**src/rtl/mbm_pkg.sv**
```systemverilog
// Constants and register map of the memory bank address map block
// Functional notes
// - Thirteen-bit counter spans 8K instruction words
// - Fetches above implemented words wrap around
// - Reset starts at zero, interrupt loads four
// - Data memory splits into four banks
// - Lowest thirty-two bank locations are special registers
// - Upper ninety-six locations are general RAM in banks 0-2 with 256 bytes; bank 3 has only the top sixteen
// - Top sixteen of banks 1-3 mirror bank 0
// - Unimplemented data locations read as zero
// - Two status bits select the direct bank
// - General RAM is 128 or 256 bytes
// - Direct address or indirect through pointer register
package mbm_pkg;
    localparam int PC_W = 13;
    localparam int PROG_WORDS_DEF = 4096;
    localparam logic [12:0] VEC_RESET = 13'h0000;
    localparam logic [12:0] VEC_IRQ = 13'h0004;
    localparam int JUMP_W = 11;
    localparam int FILE_W = 7;
    localparam int DADDR_W = 9;
    localparam int BANK_W = 2;
    localparam logic [6:0] SFR_COUNT = 7'h20;
    localparam logic [6:0] COMMON_BASE = 7'h70;
    // Register indices, as printed, shared by every bank
    localparam logic [6:0] OFF_INDIRECT = 7'h00;
    localparam logic [6:0] OFF_PCL = 7'h02;
    localparam logic [6:0] OFF_STATUS = 7'h03;
    localparam logic [6:0] OFF_FSR = 7'h04;
    localparam logic [6:0] OFF_PROGRAM_COUNTER_UPPER_LATCH = 7'h0a;
    // Status and upper latch field positions
    localparam int STAT_RP_LSB = 5;
    localparam int STAT_IRP_BIT = 7;
    localparam int PROGRAM_COUNTER_UPPER_LATCH_USED_W = 5;
    localparam int PROGRAM_COUNTER_UPPER_LATCH_PAGE_LSB = 3;
    localparam logic [7:0] REG_RESET = 8'h00;
    // General RAM layout
    localparam int GPR_BIG = 256;
    localparam int GPR_BANK0_LEN = 96;
    localparam int GPR_BANK1_BIG = 80;
    localparam int GPR_BANK1_SMALL = 32;
    localparam int RAM_AW = 8;
    // AXI4-Lite map: byte address is four times the index
    localparam int AXI_AW = 8;
    localparam logic [7:0] AXI_PCL = {OFF_PCL[5:0], 2'b00};
    localparam logic [7:0] AXI_STATUS = {OFF_STATUS[5:0], 2'b00};
    localparam logic [7:0] AXI_FSR = {OFF_FSR[5:0], 2'b00};
    localparam logic [7:0] AXI_PROGRAM_COUNTER_UPPER_LATCH = {OFF_PROGRAM_COUNTER_UPPER_LATCH[5:0], 2'b00};
    localparam logic [1:0] RESP_OKAY = 2'h0;
    localparam logic [1:0] RESP_SLVERR = 2'h2;
endpackage

```
**src/rtl/mbm_ram_if.sv**
```systemverilog
// Port bundle between the address map and its general RAM
`timescale 1ns/1ns
interface mbm_ram_if;
    logic en;
    logic we;
    logic [mbm_pkg::RAM_AW-1:0] addr;
    logic [7:0] wdata;
    logic [7:0] rdata;
    modport ctrl (output en, output we, output addr, output wdata, input rdata);
    modport mem (input en, input we, input addr, input wdata, output rdata);
endinterface

```
**src/rtl/mbm_decode.sv**
```systemverilog
// Data address decode onto special registers and general RAM
`timescale 1ns/1ns
module mbm_decode #(
    parameter int RAM_BYTES = mbm_pkg::GPR_BIG
) (
    // Clock and reset, used by the checks only
    input wire logic sys_clk,
    input wire logic reset_n,
    // Full data address
    input wire logic [mbm_pkg::DADDR_W-1:0] addr,
    // Decode result
    output logic is_sfr,
    output logic ram_hit,
    output logic [mbm_pkg::RAM_AW-1:0] ram_idx
);
    localparam int B1_LEN = (RAM_BYTES == mbm_pkg::GPR_BIG) ?
        mbm_pkg::GPR_BANK1_BIG : mbm_pkg::GPR_BANK1_SMALL;
    localparam int B2_BASE = mbm_pkg::GPR_BANK0_LEN + mbm_pkg::GPR_BANK1_BIG;
    localparam int RAM_AW = mbm_pkg::RAM_AW;

    logic [1:0] bank;
    logic [6:0] off;
    logic [6:0] gofs;

    assign bank = addr[8:7];
    assign off = addr[6:0];
    assign gofs = off - mbm_pkg::SFR_COUNT;
    assign is_sfr = off < mbm_pkg::SFR_COUNT;

    always_comb
    begin
        ram_hit = 1'b0;
        ram_idx = '0;
        if (off >= mbm_pkg::COMMON_BASE)
        begin
            // Shared area always lands in bank 0 RAM
            ram_hit = 1'b1;
            ram_idx = RAM_AW'(gofs);
        end
        else if (!is_sfr)
        begin
            case (bank)
                2'h0:
                begin
                    ram_hit = 1'b1;
                    ram_idx = RAM_AW'(gofs);
                end
                2'h1:
                begin
                    ram_hit = 32'(gofs) < B1_LEN;
                    ram_idx = RAM_AW'(32'(gofs) + mbm_pkg::GPR_BANK0_LEN);
                end
                2'h2:
                begin
                    ram_hit = RAM_BYTES == mbm_pkg::GPR_BIG;
                    ram_idx = RAM_AW'(32'(gofs) + B2_BASE);
                end
                default:
                begin
                    ram_hit = 1'b0;
                    ram_idx = '0;
                end
            endcase
        end
    end

    a_sfr_never_ram: assert property (@(posedge sys_clk) disable iff (!reset_n)
        is_sfr |-> !ram_hit) else $error("special register decoded as RAM");
    a_common_mirror: assert property (@(posedge sys_clk) disable iff (!reset_n)
        off >= mbm_pkg::COMMON_BASE |-> ram_hit && ram_idx == RAM_AW'(off - mbm_pkg::SFR_COUNT))
        else $error("common area not mirrored to bank 0");
    a_bank0_gpr: assert property (@(posedge sys_clk) disable iff (!reset_n)
        (bank == 2'h0 && !is_sfr) |-> ram_hit) else $error("bank 0 RAM not decoded");
    a_ram_size: assert property (@(posedge sys_clk) disable iff (!reset_n)
        ram_hit |-> 32'(ram_idx) < RAM_BYTES) else $error("RAM index beyond size");
    a_bank3_empty: assert property (@(posedge sys_clk) disable iff (!reset_n)
        (bank == 2'h3 && !is_sfr && off < mbm_pkg::COMMON_BASE) |-> !ram_hit)
        else $error("bank 3 private RAM decoded");
endmodule

```
**src/rtl/mbm_ram.sv**
```systemverilog
// General purpose data RAM with registered read data
`timescale 1ns/1ns
module mbm_ram #(
    parameter int DEPTH = mbm_pkg::GPR_BIG
) (
    // Clock and reset
    input wire logic sys_clk,
    input wire logic reset_n,
    // Access port
    mbm_ram_if.mem port
);
    logic [7:0] mem_q [DEPTH];
    logic [7:0] rdata_ff;

    // No reset on the array; contents are undefined until written
    always_ff @(posedge sys_clk)
    begin
        if (port.en && port.we)
            mem_q[port.addr] <= port.wdata;
    end

    always_ff @(posedge sys_clk or negedge reset_n)
    begin
        if (!reset_n)
            rdata_ff <= mbm_pkg::REG_RESET;
        else if (port.en && !port.we)
            rdata_ff <= mem_q[port.addr];
    end

    assign port.rdata = rdata_ff;
endmodule

```
**src/rtl/mbm_top.sv**
```systemverilog
// Program counter, bank select and data address map with AXI4-Lite access
//
// Chosen here: register access over AXI4-Lite.
`timescale 1ns/1ns
module mbm_top #(
    parameter int PROG_WORDS = mbm_pkg::PROG_WORDS_DEF,
    parameter int RAM_BYTES = mbm_pkg::GPR_BIG
) (
    // Clock and reset
    input wire logic sys_clk,
    input wire logic reset_n,
    // AXI4-Lite write
    input wire logic [mbm_pkg::AXI_AW-1:0] s_axi_awaddr,
    input wire logic s_axi_awvalid,
    output logic s_axi_awready,
    input wire logic [31:0] s_axi_wdata,
    input wire logic [3:0] s_axi_wstrb,
    input wire logic s_axi_wvalid,
    output logic s_axi_wready,
    output logic [1:0] s_axi_bresp,
    output logic s_axi_bvalid,
    input wire logic s_axi_bready,
    // AXI4-Lite read
    input wire logic [mbm_pkg::AXI_AW-1:0] s_axi_araddr,
    input wire logic s_axi_arvalid,
    output logic s_axi_arready,
    output logic [31:0] s_axi_rdata,
    output logic [1:0] s_axi_rresp,
    output logic s_axi_rvalid,
    input wire logic s_axi_rready,
    // Core program side
    input wire logic core_step,
    input wire logic core_jump,
    input wire logic [mbm_pkg::JUMP_W-1:0] core_jump_target,
    input wire logic core_irq_take,
    output logic [mbm_pkg::PC_W-1:0] fetch_addr,
    // Core data side
    input wire logic core_data_req,
    input wire logic core_data_we,
    input wire logic [mbm_pkg::FILE_W-1:0] core_file_addr,
    input wire logic [7:0] core_data_wdata,
    output logic [7:0] core_data_rdata,
    output logic core_data_rvalid
);
    localparam logic [12:0] PC_MASK = 13'(PROG_WORDS - 1);

    logic [12:0] pc_ff;
    logic [12:0] nxt_pc;
    logic [12:0] fetch_addr_ff;
    logic [7:0] status_ff;
    logic [7:0] fsr_ff;
    logic [7:0] program_counter_upper_latch_ff;
    logic [8:0] data_addr;
    logic [6:0] off;
    logic is_sfr;
    logic ram_hit;
    logic [7:0] ram_idx;
    logic core_sel;
    logic [7:0] core_val;
    logic core_wr;
    logic core_rd;
    logic rd_pend_ff;
    logic rd_ram_ff;
    logic rd_core_ff;
    logic [7:0] rd_core_val_ff;
    logic [7:0] core_data_rdata_ff;
    logic core_data_rvalid_ff;
    logic awready_ff;
    logic wready_ff;
    logic bvalid_ff;
    logic [1:0] bresp_ff;
    logic arready_ff;
    logic rvalid_ff;
    logic [1:0] rresp_ff;
    logic [31:0] rdata_ff;
    logic aw_held_ff;
    logic w_held_ff;
    logic [7:0] awaddr_ff;
    logic [7:0] wbyte_ff;
    logic wlane_ff;
    logic axi_wr;
    logic axi_hit;
    logic [7:0] axi_rval;
    logic axi_rhit;
    logic pcl_wr;
    logic [7:0] pcl_wval;

    mbm_ram_if ram_bus ();

    // Direct: bank bits over file address; file zero goes through pointer
    always_comb
    begin
        if (core_file_addr == mbm_pkg::OFF_INDIRECT)
            data_addr = {status_ff[mbm_pkg::STAT_IRP_BIT], fsr_ff};
        else
            data_addr = {status_ff[mbm_pkg::STAT_RP_LSB +: mbm_pkg::BANK_W],
                core_file_addr};
    end

    assign off = data_addr[6:0];

    mbm_decode #(
        .RAM_BYTES(RAM_BYTES)
    ) u_decode (
        .sys_clk(sys_clk),
        .reset_n(reset_n),
        .addr(data_addr),
        .is_sfr(is_sfr),
        .ram_hit(ram_hit),
        .ram_idx(ram_idx)
    );

    mbm_ram #(
        .DEPTH(RAM_BYTES)
    ) u_ram (
        .sys_clk(sys_clk),
        .reset_n(reset_n),
        .port(ram_bus.mem)
    );

    // Core registers ignore the bank bits
    always_comb
    begin
        core_sel = 1'b1;
        case (off)
            mbm_pkg::OFF_PCL: core_val = pc_ff[7:0];
            mbm_pkg::OFF_STATUS: core_val = status_ff;
            mbm_pkg::OFF_FSR: core_val = fsr_ff;
            mbm_pkg::OFF_PROGRAM_COUNTER_UPPER_LATCH: core_val = program_counter_upper_latch_ff;
            default:
            begin
                core_sel = 1'b0;
                core_val = '0;
            end
        endcase
    end

    assign core_wr = core_data_req && core_data_we;
    assign core_rd = core_data_req && !core_data_we;
    assign ram_bus.en = core_data_req && ram_hit;
    assign ram_bus.we = core_data_we;
    assign ram_bus.addr = ram_idx;
    assign ram_bus.wdata = core_data_wdata;

    // Read path: stage one captures decode, stage two picks the source
    always_ff @(posedge sys_clk or negedge reset_n)
    begin
        if (!reset_n)
        begin
            rd_pend_ff <= 1'b0;
            rd_ram_ff <= 1'b0;
            rd_core_ff <= 1'b0;
            rd_core_val_ff <= mbm_pkg::REG_RESET;
        end
        else
        begin
            rd_pend_ff <= core_rd;
            rd_ram_ff <= core_rd && ram_hit;
            rd_core_ff <= core_rd && core_sel;
            rd_core_val_ff <= core_val;
        end
    end

    always_ff @(posedge sys_clk or negedge reset_n)
    begin
        if (!reset_n)
        begin
            core_data_rdata_ff <= mbm_pkg::REG_RESET;
            core_data_rvalid_ff <= 1'b0;
        end
        else
        begin
            core_data_rvalid_ff <= rd_pend_ff;
            if (rd_ram_ff)
                core_data_rdata_ff <= ram_bus.rdata;
            else if (rd_core_ff)
                core_data_rdata_ff <= rd_core_val_ff;
            else
                core_data_rdata_ff <= '0;
        end
    end

    // Bus write to a core register takes priority over the core's own write
    assign axi_wr = aw_held_ff && w_held_ff && !bvalid_ff;
    assign axi_hit = awaddr_ff == mbm_pkg::AXI_PCL || awaddr_ff == mbm_pkg::AXI_STATUS ||
        awaddr_ff == mbm_pkg::AXI_FSR || awaddr_ff == mbm_pkg::AXI_PROGRAM_COUNTER_UPPER_LATCH;

    always_comb
    begin
        pcl_wr = 1'b0;
        pcl_wval = core_data_wdata;
        if (axi_wr && wlane_ff && awaddr_ff == mbm_pkg::AXI_PCL)
        begin
            pcl_wr = 1'b1;
            pcl_wval = wbyte_ff;
        end
        else if (core_wr && core_sel && off == mbm_pkg::OFF_PCL)
            pcl_wr = 1'b1;
    end

    always_comb
    begin
        if (core_irq_take)
            nxt_pc = mbm_pkg::VEC_IRQ;
        else if (pcl_wr)
            nxt_pc = {program_counter_upper_latch_ff[mbm_pkg::PROGRAM_COUNTER_UPPER_LATCH_USED_W-1:0], pcl_wval};
        else if (core_jump)
            nxt_pc = {program_counter_upper_latch_ff[mbm_pkg::PROGRAM_COUNTER_UPPER_LATCH_PAGE_LSB +: 2], core_jump_target};
        else if (core_step)
            nxt_pc = pc_ff + 13'h0001;
        else
            nxt_pc = pc_ff;
    end

    always_ff @(posedge sys_clk or negedge reset_n)
    begin
        if (!reset_n)
        begin
            pc_ff <= mbm_pkg::VEC_RESET;
            fetch_addr_ff <= mbm_pkg::VEC_RESET;
        end
        else
        begin
            pc_ff <= nxt_pc;
            fetch_addr_ff <= nxt_pc & PC_MASK;
        end
    end

    always_ff @(posedge sys_clk or negedge reset_n)
    begin
        if (!reset_n)
        begin
            status_ff <= mbm_pkg::REG_RESET;
            fsr_ff <= mbm_pkg::REG_RESET;
            program_counter_upper_latch_ff <= mbm_pkg::REG_RESET;
        end
        else if (axi_wr && wlane_ff)
        begin
            if (awaddr_ff == mbm_pkg::AXI_STATUS)
                status_ff <= wbyte_ff;
            if (awaddr_ff == mbm_pkg::AXI_FSR)
                fsr_ff <= wbyte_ff;
            if (awaddr_ff == mbm_pkg::AXI_PROGRAM_COUNTER_UPPER_LATCH)
                program_counter_upper_latch_ff <= {3'h0, wbyte_ff[mbm_pkg::PROGRAM_COUNTER_UPPER_LATCH_USED_W-1:0]};
        end
        else if (core_wr && core_sel)
        begin
            if (off == mbm_pkg::OFF_STATUS)
                status_ff <= core_data_wdata;
            if (off == mbm_pkg::OFF_FSR)
                fsr_ff <= core_data_wdata;
            if (off == mbm_pkg::OFF_PROGRAM_COUNTER_UPPER_LATCH)
                program_counter_upper_latch_ff <= {3'h0, core_data_wdata[mbm_pkg::PROGRAM_COUNTER_UPPER_LATCH_USED_W-1:0]};
        end
    end

    // AXI write channel: address and data taken in either order
    always_ff @(posedge sys_clk or negedge reset_n)
    begin
        if (!reset_n)
        begin
            awready_ff <= 1'b1;
            wready_ff <= 1'b1;
            aw_held_ff <= 1'b0;
            w_held_ff <= 1'b0;
            awaddr_ff <= '0;
            wbyte_ff <= '0;
            wlane_ff <= 1'b0;
            bvalid_ff <= 1'b0;
            bresp_ff <= mbm_pkg::RESP_OKAY;
        end
        else
        begin
            if (s_axi_awvalid && awready_ff)
            begin
                awready_ff <= 1'b0;
                aw_held_ff <= 1'b1;
                awaddr_ff <= s_axi_awaddr;
            end
            if (s_axi_wvalid && wready_ff)
            begin
                wready_ff <= 1'b0;
                w_held_ff <= 1'b1;
                wbyte_ff <= s_axi_wdata[7:0];
                wlane_ff <= s_axi_wstrb[0];
            end
            if (axi_wr)
            begin
                aw_held_ff <= 1'b0;
                w_held_ff <= 1'b0;
                bvalid_ff <= 1'b1;
                bresp_ff <= axi_hit ? mbm_pkg::RESP_OKAY : mbm_pkg::RESP_SLVERR;
            end
            if (bvalid_ff && s_axi_bready)
            begin
                bvalid_ff <= 1'b0;
                awready_ff <= 1'b1;
                wready_ff <= 1'b1;
            end
        end
    end

    always_comb
    begin
        axi_rhit = 1'b1;
        case (s_axi_araddr)
            mbm_pkg::AXI_PCL: axi_rval = pc_ff[7:0];
            mbm_pkg::AXI_STATUS: axi_rval = status_ff;
            mbm_pkg::AXI_FSR: axi_rval = fsr_ff;
            mbm_pkg::AXI_PROGRAM_COUNTER_UPPER_LATCH: axi_rval = program_counter_upper_latch_ff;
            default:
            begin
                axi_rhit = 1'b0;
                axi_rval = '0;
            end
        endcase
    end

    always_ff @(posedge sys_clk or negedge reset_n)
    begin
        if (!reset_n)
        begin
            arready_ff <= 1'b1;
            rvalid_ff <= 1'b0;
            rdata_ff <= '0;
            rresp_ff <= mbm_pkg::RESP_OKAY;
        end
        else if (s_axi_arvalid && arready_ff)
        begin
            arready_ff <= 1'b0;
            rvalid_ff <= 1'b1;
            rdata_ff <= {24'h000000, axi_rval};
            rresp_ff <= axi_rhit ? mbm_pkg::RESP_OKAY : mbm_pkg::RESP_SLVERR;
        end
        else if (rvalid_ff && s_axi_rready)
        begin
            rvalid_ff <= 1'b0;
            arready_ff <= 1'b1;
        end
    end

    assign s_axi_awready = awready_ff;
    assign s_axi_wready = wready_ff;
    assign s_axi_bvalid = bvalid_ff;
    assign s_axi_bresp = bresp_ff;
    assign s_axi_arready = arready_ff;
    assign s_axi_rvalid = rvalid_ff;
    assign s_axi_rdata = rdata_ff;
    assign s_axi_rresp = rresp_ff;
    assign fetch_addr = fetch_addr_ff;
    assign core_data_rdata = core_data_rdata_ff;
    assign core_data_rvalid = core_data_rvalid_ff;

    a_irq_vector: assert property (@(posedge sys_clk) disable iff (!reset_n)
        core_irq_take |=> pc_ff == mbm_pkg::VEC_IRQ) else $error("interrupt vector not loaded");
    a_pc_step: assert property (@(posedge sys_clk) disable iff (!reset_n)
        (core_step && !core_jump && !core_irq_take && !pcl_wr) |=> pc_ff == $past(pc_ff) + 13'h1)
        else $error("program counter did not advance");
    a_fetch_wrap: assert property (@(posedge sys_clk) disable iff (!reset_n)
        fetch_addr_ff == (pc_ff & PC_MASK)) else $error("fetch address not wrapped");
    a_direct_bank: assert property (@(posedge sys_clk) disable iff (!reset_n)
        (core_data_req && core_file_addr != mbm_pkg::OFF_INDIRECT) |->
        data_addr[8:7] == status_ff[6:5] && data_addr[6:0] == core_file_addr)
        else $error("direct address not bank over file");
    a_indirect_ptr: assert property (@(posedge sys_clk) disable iff (!reset_n)
        (core_data_req && core_file_addr == mbm_pkg::OFF_INDIRECT) |->
        data_addr[7:0] == fsr_ff) else $error("indirect address not from pointer");
    a_unimpl_zero: assert property (@(posedge sys_clk) disable iff (!reset_n)
        (core_rd && !ram_hit && !core_sel) |-> ##2 core_data_rvalid_ff && core_data_rdata_ff == 8'h00)
        else $error("unimplemented location not zero");
    a_core_any_bank: assert property (@(posedge sys_clk) disable iff (!reset_n)
        (core_rd && off == mbm_pkg::OFF_STATUS) |-> ##2 core_data_rdata_ff == $past(status_ff, 2))
        else $error("status not seen in this bank");
    a_bank_select: assert property (@(posedge sys_clk) disable iff (!reset_n)
        (core_wr && core_sel && off == mbm_pkg::OFF_STATUS && !axi_wr) |=>
        status_ff == $past(core_data_wdata)) else $error("bank select not written");
endmodule

```
**config.mk**
```make
export PLATFORM = sky130hd
export DESIGN_NAME = mbm_top
export DESIGN_NICKNAME = d
export VERILOG_FILES = /design/src/rtl/mbm_pkg.sv /design/src/rtl/mbm_ram_if.sv /design/src/rtl/mbm_decode.sv /design/src/rtl/mbm_ram.sv /design/src/rtl/mbm_top.sv
export SDC_FILE = /design/constraint.sdc
export NUM_CORES = 2
export LEC_CHECK = 0
export ABC_AREA = 1
export BUFFER_PORTS_ARGS = -buffer_cell sky130_fd_sc_hd__buf_2
export CAP_MARGIN = 20
export CORE_MARGIN = 3
export CORE_UTILIZATION = 50
export DETAILED_ROUTE_END_ITERATION = 7
export PLACE_DENSITY = 0.66
export SLEW_MARGIN = 40
export SYNTH_ARGS = -nofsm -noshare
export SYNTH_HDL_FRONTEND = slang
export SYNTH_SLANG_ARGS = --single-unit
```
**constraint.sdc**
```tcl
create_clock -name sys_clk -period 4.3 [get_ports sys_clk]
set_input_delay 0.43 -clock sys_clk [delete_from_list [all_inputs] [get_ports sys_clk]]
set_output_delay 0.43 -clock sys_clk [all_outputs]
set_load 0.01 [all_outputs]
```
==> impl_results.md <==
* Worst hold margin at about 54 ps
* Clk slew on worst S/H paths at roughly 60 ps
* Hold Buf Count CTS at 39
* Unrepaired setup endpoints after global routing: false
* Die extent in x at between 400 and 500 µm
* H-Tree Depth at 4
* Clock skew at 28.37 ps
* Nets@finish at a little over 8000
* Drt wl/cell at between 20 and 25 µm
* Final setup fails at 0
* Startpoint Class: flop
* Synth-to-Final Area Change at 16.08%
* Sequential share of the synthesized area at between 70 and 80%
* Clk_lat worst skew at between 800 and 900 ps
* Largest net degree at the start of global routing at about 130
* Post-DRT Antenna Nets at 0
* Fraction of layout cells with a size suffix above 1 at around an eighth
* Total number of yosys warnings at 0
* RR Startpoint: fsr_ff[6]
* Clock Tree Buf Depth at 3
* Final WL at between 200000 and 300000 µm
* Grt total ovfl at 0
* # IOs at between 150 and 200
* CTS tree: built
* CP Launch Point: fsr_ff[6]
* Most frequent cells in the layout: nand2_1, edfxtp_1, nand3_1
* Initial drt markers at 8338
* Cell Area, Synth at between 0.08 and 0.09 mm²
* CP Capture Type: flop
* CTS buffer count at 211
* Final Max Slew Viols at 0
* CORE AREA at roughly 0.17 mm²
* Fin crit share at a little over nine tenths
* Max IR drop VDD at around 400 µV
* # diodes at 0
* Max-cap violations at 0
* Leak at ~0.038 µW
* PwrDens at 493.8 mW/mm²
* Clk sinks at approximately 2100
* # Post-CTS Setup Buffers at 0
* Finished Cell Area at roughly 0.10 mm²
* Synth Instances at 7617
* CTS resizes at 0
* Residual DRC at 0
* Die area at 0.1806 mm²
* Row count at approximately 150
* Worst EP required at ~5000 ps
* CP delay by family, top: simple AND/OR/NAND/NOR gates
* Crit path buf inv count at 7
* Gpl congestion at between 0.9 and 1
* Status: finished clean
* Initial antenna violation count at 4
* Stages on the worst setup path at 23
* Arr. time, crit path at about 4800 ps
* Root Driver: clkbuf_16
* Yosys reg bits at about 2100
* Fin. Hold Viols at 0
* Worst setup path endpoint: u_ram.port.rdata[5]
* Worst setup path class: flop to flop
* Worst-Margin Slew at about 880 ps
* Yosys cell types at 41
* GRT Util Overall at 27.81%
* Placed Area at 0.09470 mm²
* Achievable frequency at around 250 MHz
* Syn avg cell area at 11.52 µm²
* Cells on worst reg2reg path at 23
* Initial Util at 50.38%
* FF-to-FF End: u_ram.port.rdata[5]
* R2R Setup Slk at about 260 ps
* Max-slew headroom at just over 40%
* Most common cell after layout, fill and taps aside: nand2_1
* First-pass GRT wire length at around 380000 µm
* Number of port buffers at a little under 100
* CP max stage cell: dfrtp_1
* Vias in the first global route at between 50000 and 60000
* Post-layout minimum cycle time at slightly above 4000 ps
* CP most frequent cell: nand2_1
* Worst-path cell chain: inv_1 -> nand3_1 -> nand2_1 -> inv_1 -> ha_1 -> nand2_1 -> nand3_4 -> buf_12 -> nand2_1 -> inv_1 -> nand2_4 -> buf_12 -> buf_4 -> buf_4 -> nor2_1 -> nor2_1 -> nand2_1 -> nand2_1 -> nand2_1 -> nor2_1 -> nand3_1 -> nor2_1 -> nor2_1
* TritonRoute pass-1 iters at 6
* Via count at 62023
* Via density at between 5 and 6
* Critical path fanouts, max at 22
* CP max stage delay at 410 ps
* Die span in y at around 420 µm
* Hold/Removal Path Class: input port to flop
* Post-DP HPWL at ~160000 µm
[stage by stage]
| step | power, µW | util (%) | worst slack [ps] | instances | setup TNS [ps] |
|---|---|---|---|---|---|
| 4_1_cts | 50290 | 58.42 | 343.2 | 10607 | 0 |
| 2_1_floorplan | 28860 | - | 777.8 | 7643 | 0 |
| 3_5_place_dp | 32610 | 54.36 | -13.38 | 10171 | -13.38 |
| 5_1_grt | 51940 | 58.48 | 25.40 | 10613 | 0 |
| 6_report | 50300 | 58.48 | 255.5 | 10613 | 0 |
| 3_3_place_gp | 32510 | 54.36 | 4.214 | 10171 | 0 |
[power breakdown]
part	switching, µW	internal (µW)	total, µW
clock network	7850	10000	17900
logic	6590	2470	9070
registers	235	23100	23300
[worst register-to-register path, stage by stage (launching register included)]
cell     delay, ps
dfrtp_1        410
inv_1           90
nand3_1         80
nand2_1        190
inv_1          100
ha_1           190
nand2_1        130
nand3_4        230
buf_12         250
nand2_1        150
inv_1          100
nand2_4        150
buf_12         270
buf_4          170
buf_4          140
nor2_1          50
nor2_1         120
nand2_1         90
nand2_1        300
nand2_1        100
nor2_1          90
nand3_1        150
nor2_1         290
nor2_1          70
[how the worst min path moves through the flow]
stage                     slack [ps]                 end  depth (start not counted)                 from
after floorplan                  130          aw_held_ff                          0              reset_n
after global placement           330    core_data_rvalid                          0           rd_pend_ff
after detailed placement         340    core_data_rvalid                          0           rd_pend_ff
after CTS                         10            pc_ff[3]                          5  core_jump_target[3]
after global routing              40  u_ram.mem_q[78][5]                          1   core_data_wdata[5]
final                             50  u_ram.mem_q[79][5]                          1   core_data_wdata[5]
[sequential cells by signal (all words and copies together) (netlist names), 5 cells and up]
| name | flops |
|---|---|
| u_ram.mem_q | 2048 |
| pc_ff | 12 |
| awaddr_ff | 8 |
| core_data_rdata | 8 |
| fsr_ff | 8 |
| rd_core_val_ff | 8 |
| s_axi_rdata | 8 |
| status_ff | 8 |
| u_ram.port.rdata | 8 |
| wbyte_ff | 8 |
| program_counter_upper_latch_ff | 5 |
[final cells by class]
class / instances / area (µm²)
Tap cell: 2325 / 2909
Inverter: 136 / 528.0
Timing Repair Buffer: 738 / 6585
Multi-Input combinational cell: 4874 / 21290
Fill cell: 13882 / 72330
Clock buffer: 278 / 5614
Clock inverter: 119 / 1065
Sequential cell: 2143 / 63880
[cells in the mapped netlist, drive strengths merged]
cell type | number | area share [%]
dfrtp | 92 | 2.6
nor2 | 944 | 4.1
nor3 | 11 | 0.063
clkinv | 7 | 0.030
o21ai | 156 | 0.90
o211ai | 1 | 0.0086
clkbuf | 188 | 0.80
ha | 7 | 0.10
nand4 | 284 | 2.0
a221o | 5 | 0.057
o221ai | 3 | 0.030
dfstp | 3 | 0.090
a221oi | 7 | 0.070
o22ai | 18 | 0.13
conb | 1 | 0.0043
and2 | 5 | 0.036
nor4 | 3 | 0.029
nand2 | 2102 | 9.0
o41ai | 1 | 0.010
mux2 | 2 | 0.026
nand3 | 1254 | 7.2
a21oi | 38 | 0.23
buf | 302 | 1.8
xnor2 | 1 | 0.010
xor2 | 4 | 0.040
mux2i | 1 | 0.011
edfxtp | 2048 | 70
inv | 129 | 0.55
[metal layers]
layer / part of all wire (%) / GRT usage (%) / vias up / wire length [µm]
met1: 39 / 39.25 / 30339 / 100800
met5: 0.0051 / 0 / - / 13
met3: 10 / 4.460 / 528 / 26100
li1: - / - / 27705 / -
met4: 4.0 / 10.63 / 2 / 10300
met2: 46 / 43.70 / 3449 / 118500
[cell families after synthesis]
group | Yosys count | synth area share, %
AO/OA/AOI/OAI | 229 | 1.436
XOR/XNOR | 5 | 0.04990
adder cells (fa/ha/maj) | 7 | 0.09980
buffers and inverters | 626 | 3.177
flip-flops | 2143 | 72.79
multiplexers | 3 | 0.03707
other | 1 | 0.004273
AND/OR/NAND/NOR | 4603 | 22.41
(Power assumes the default switching activity.)
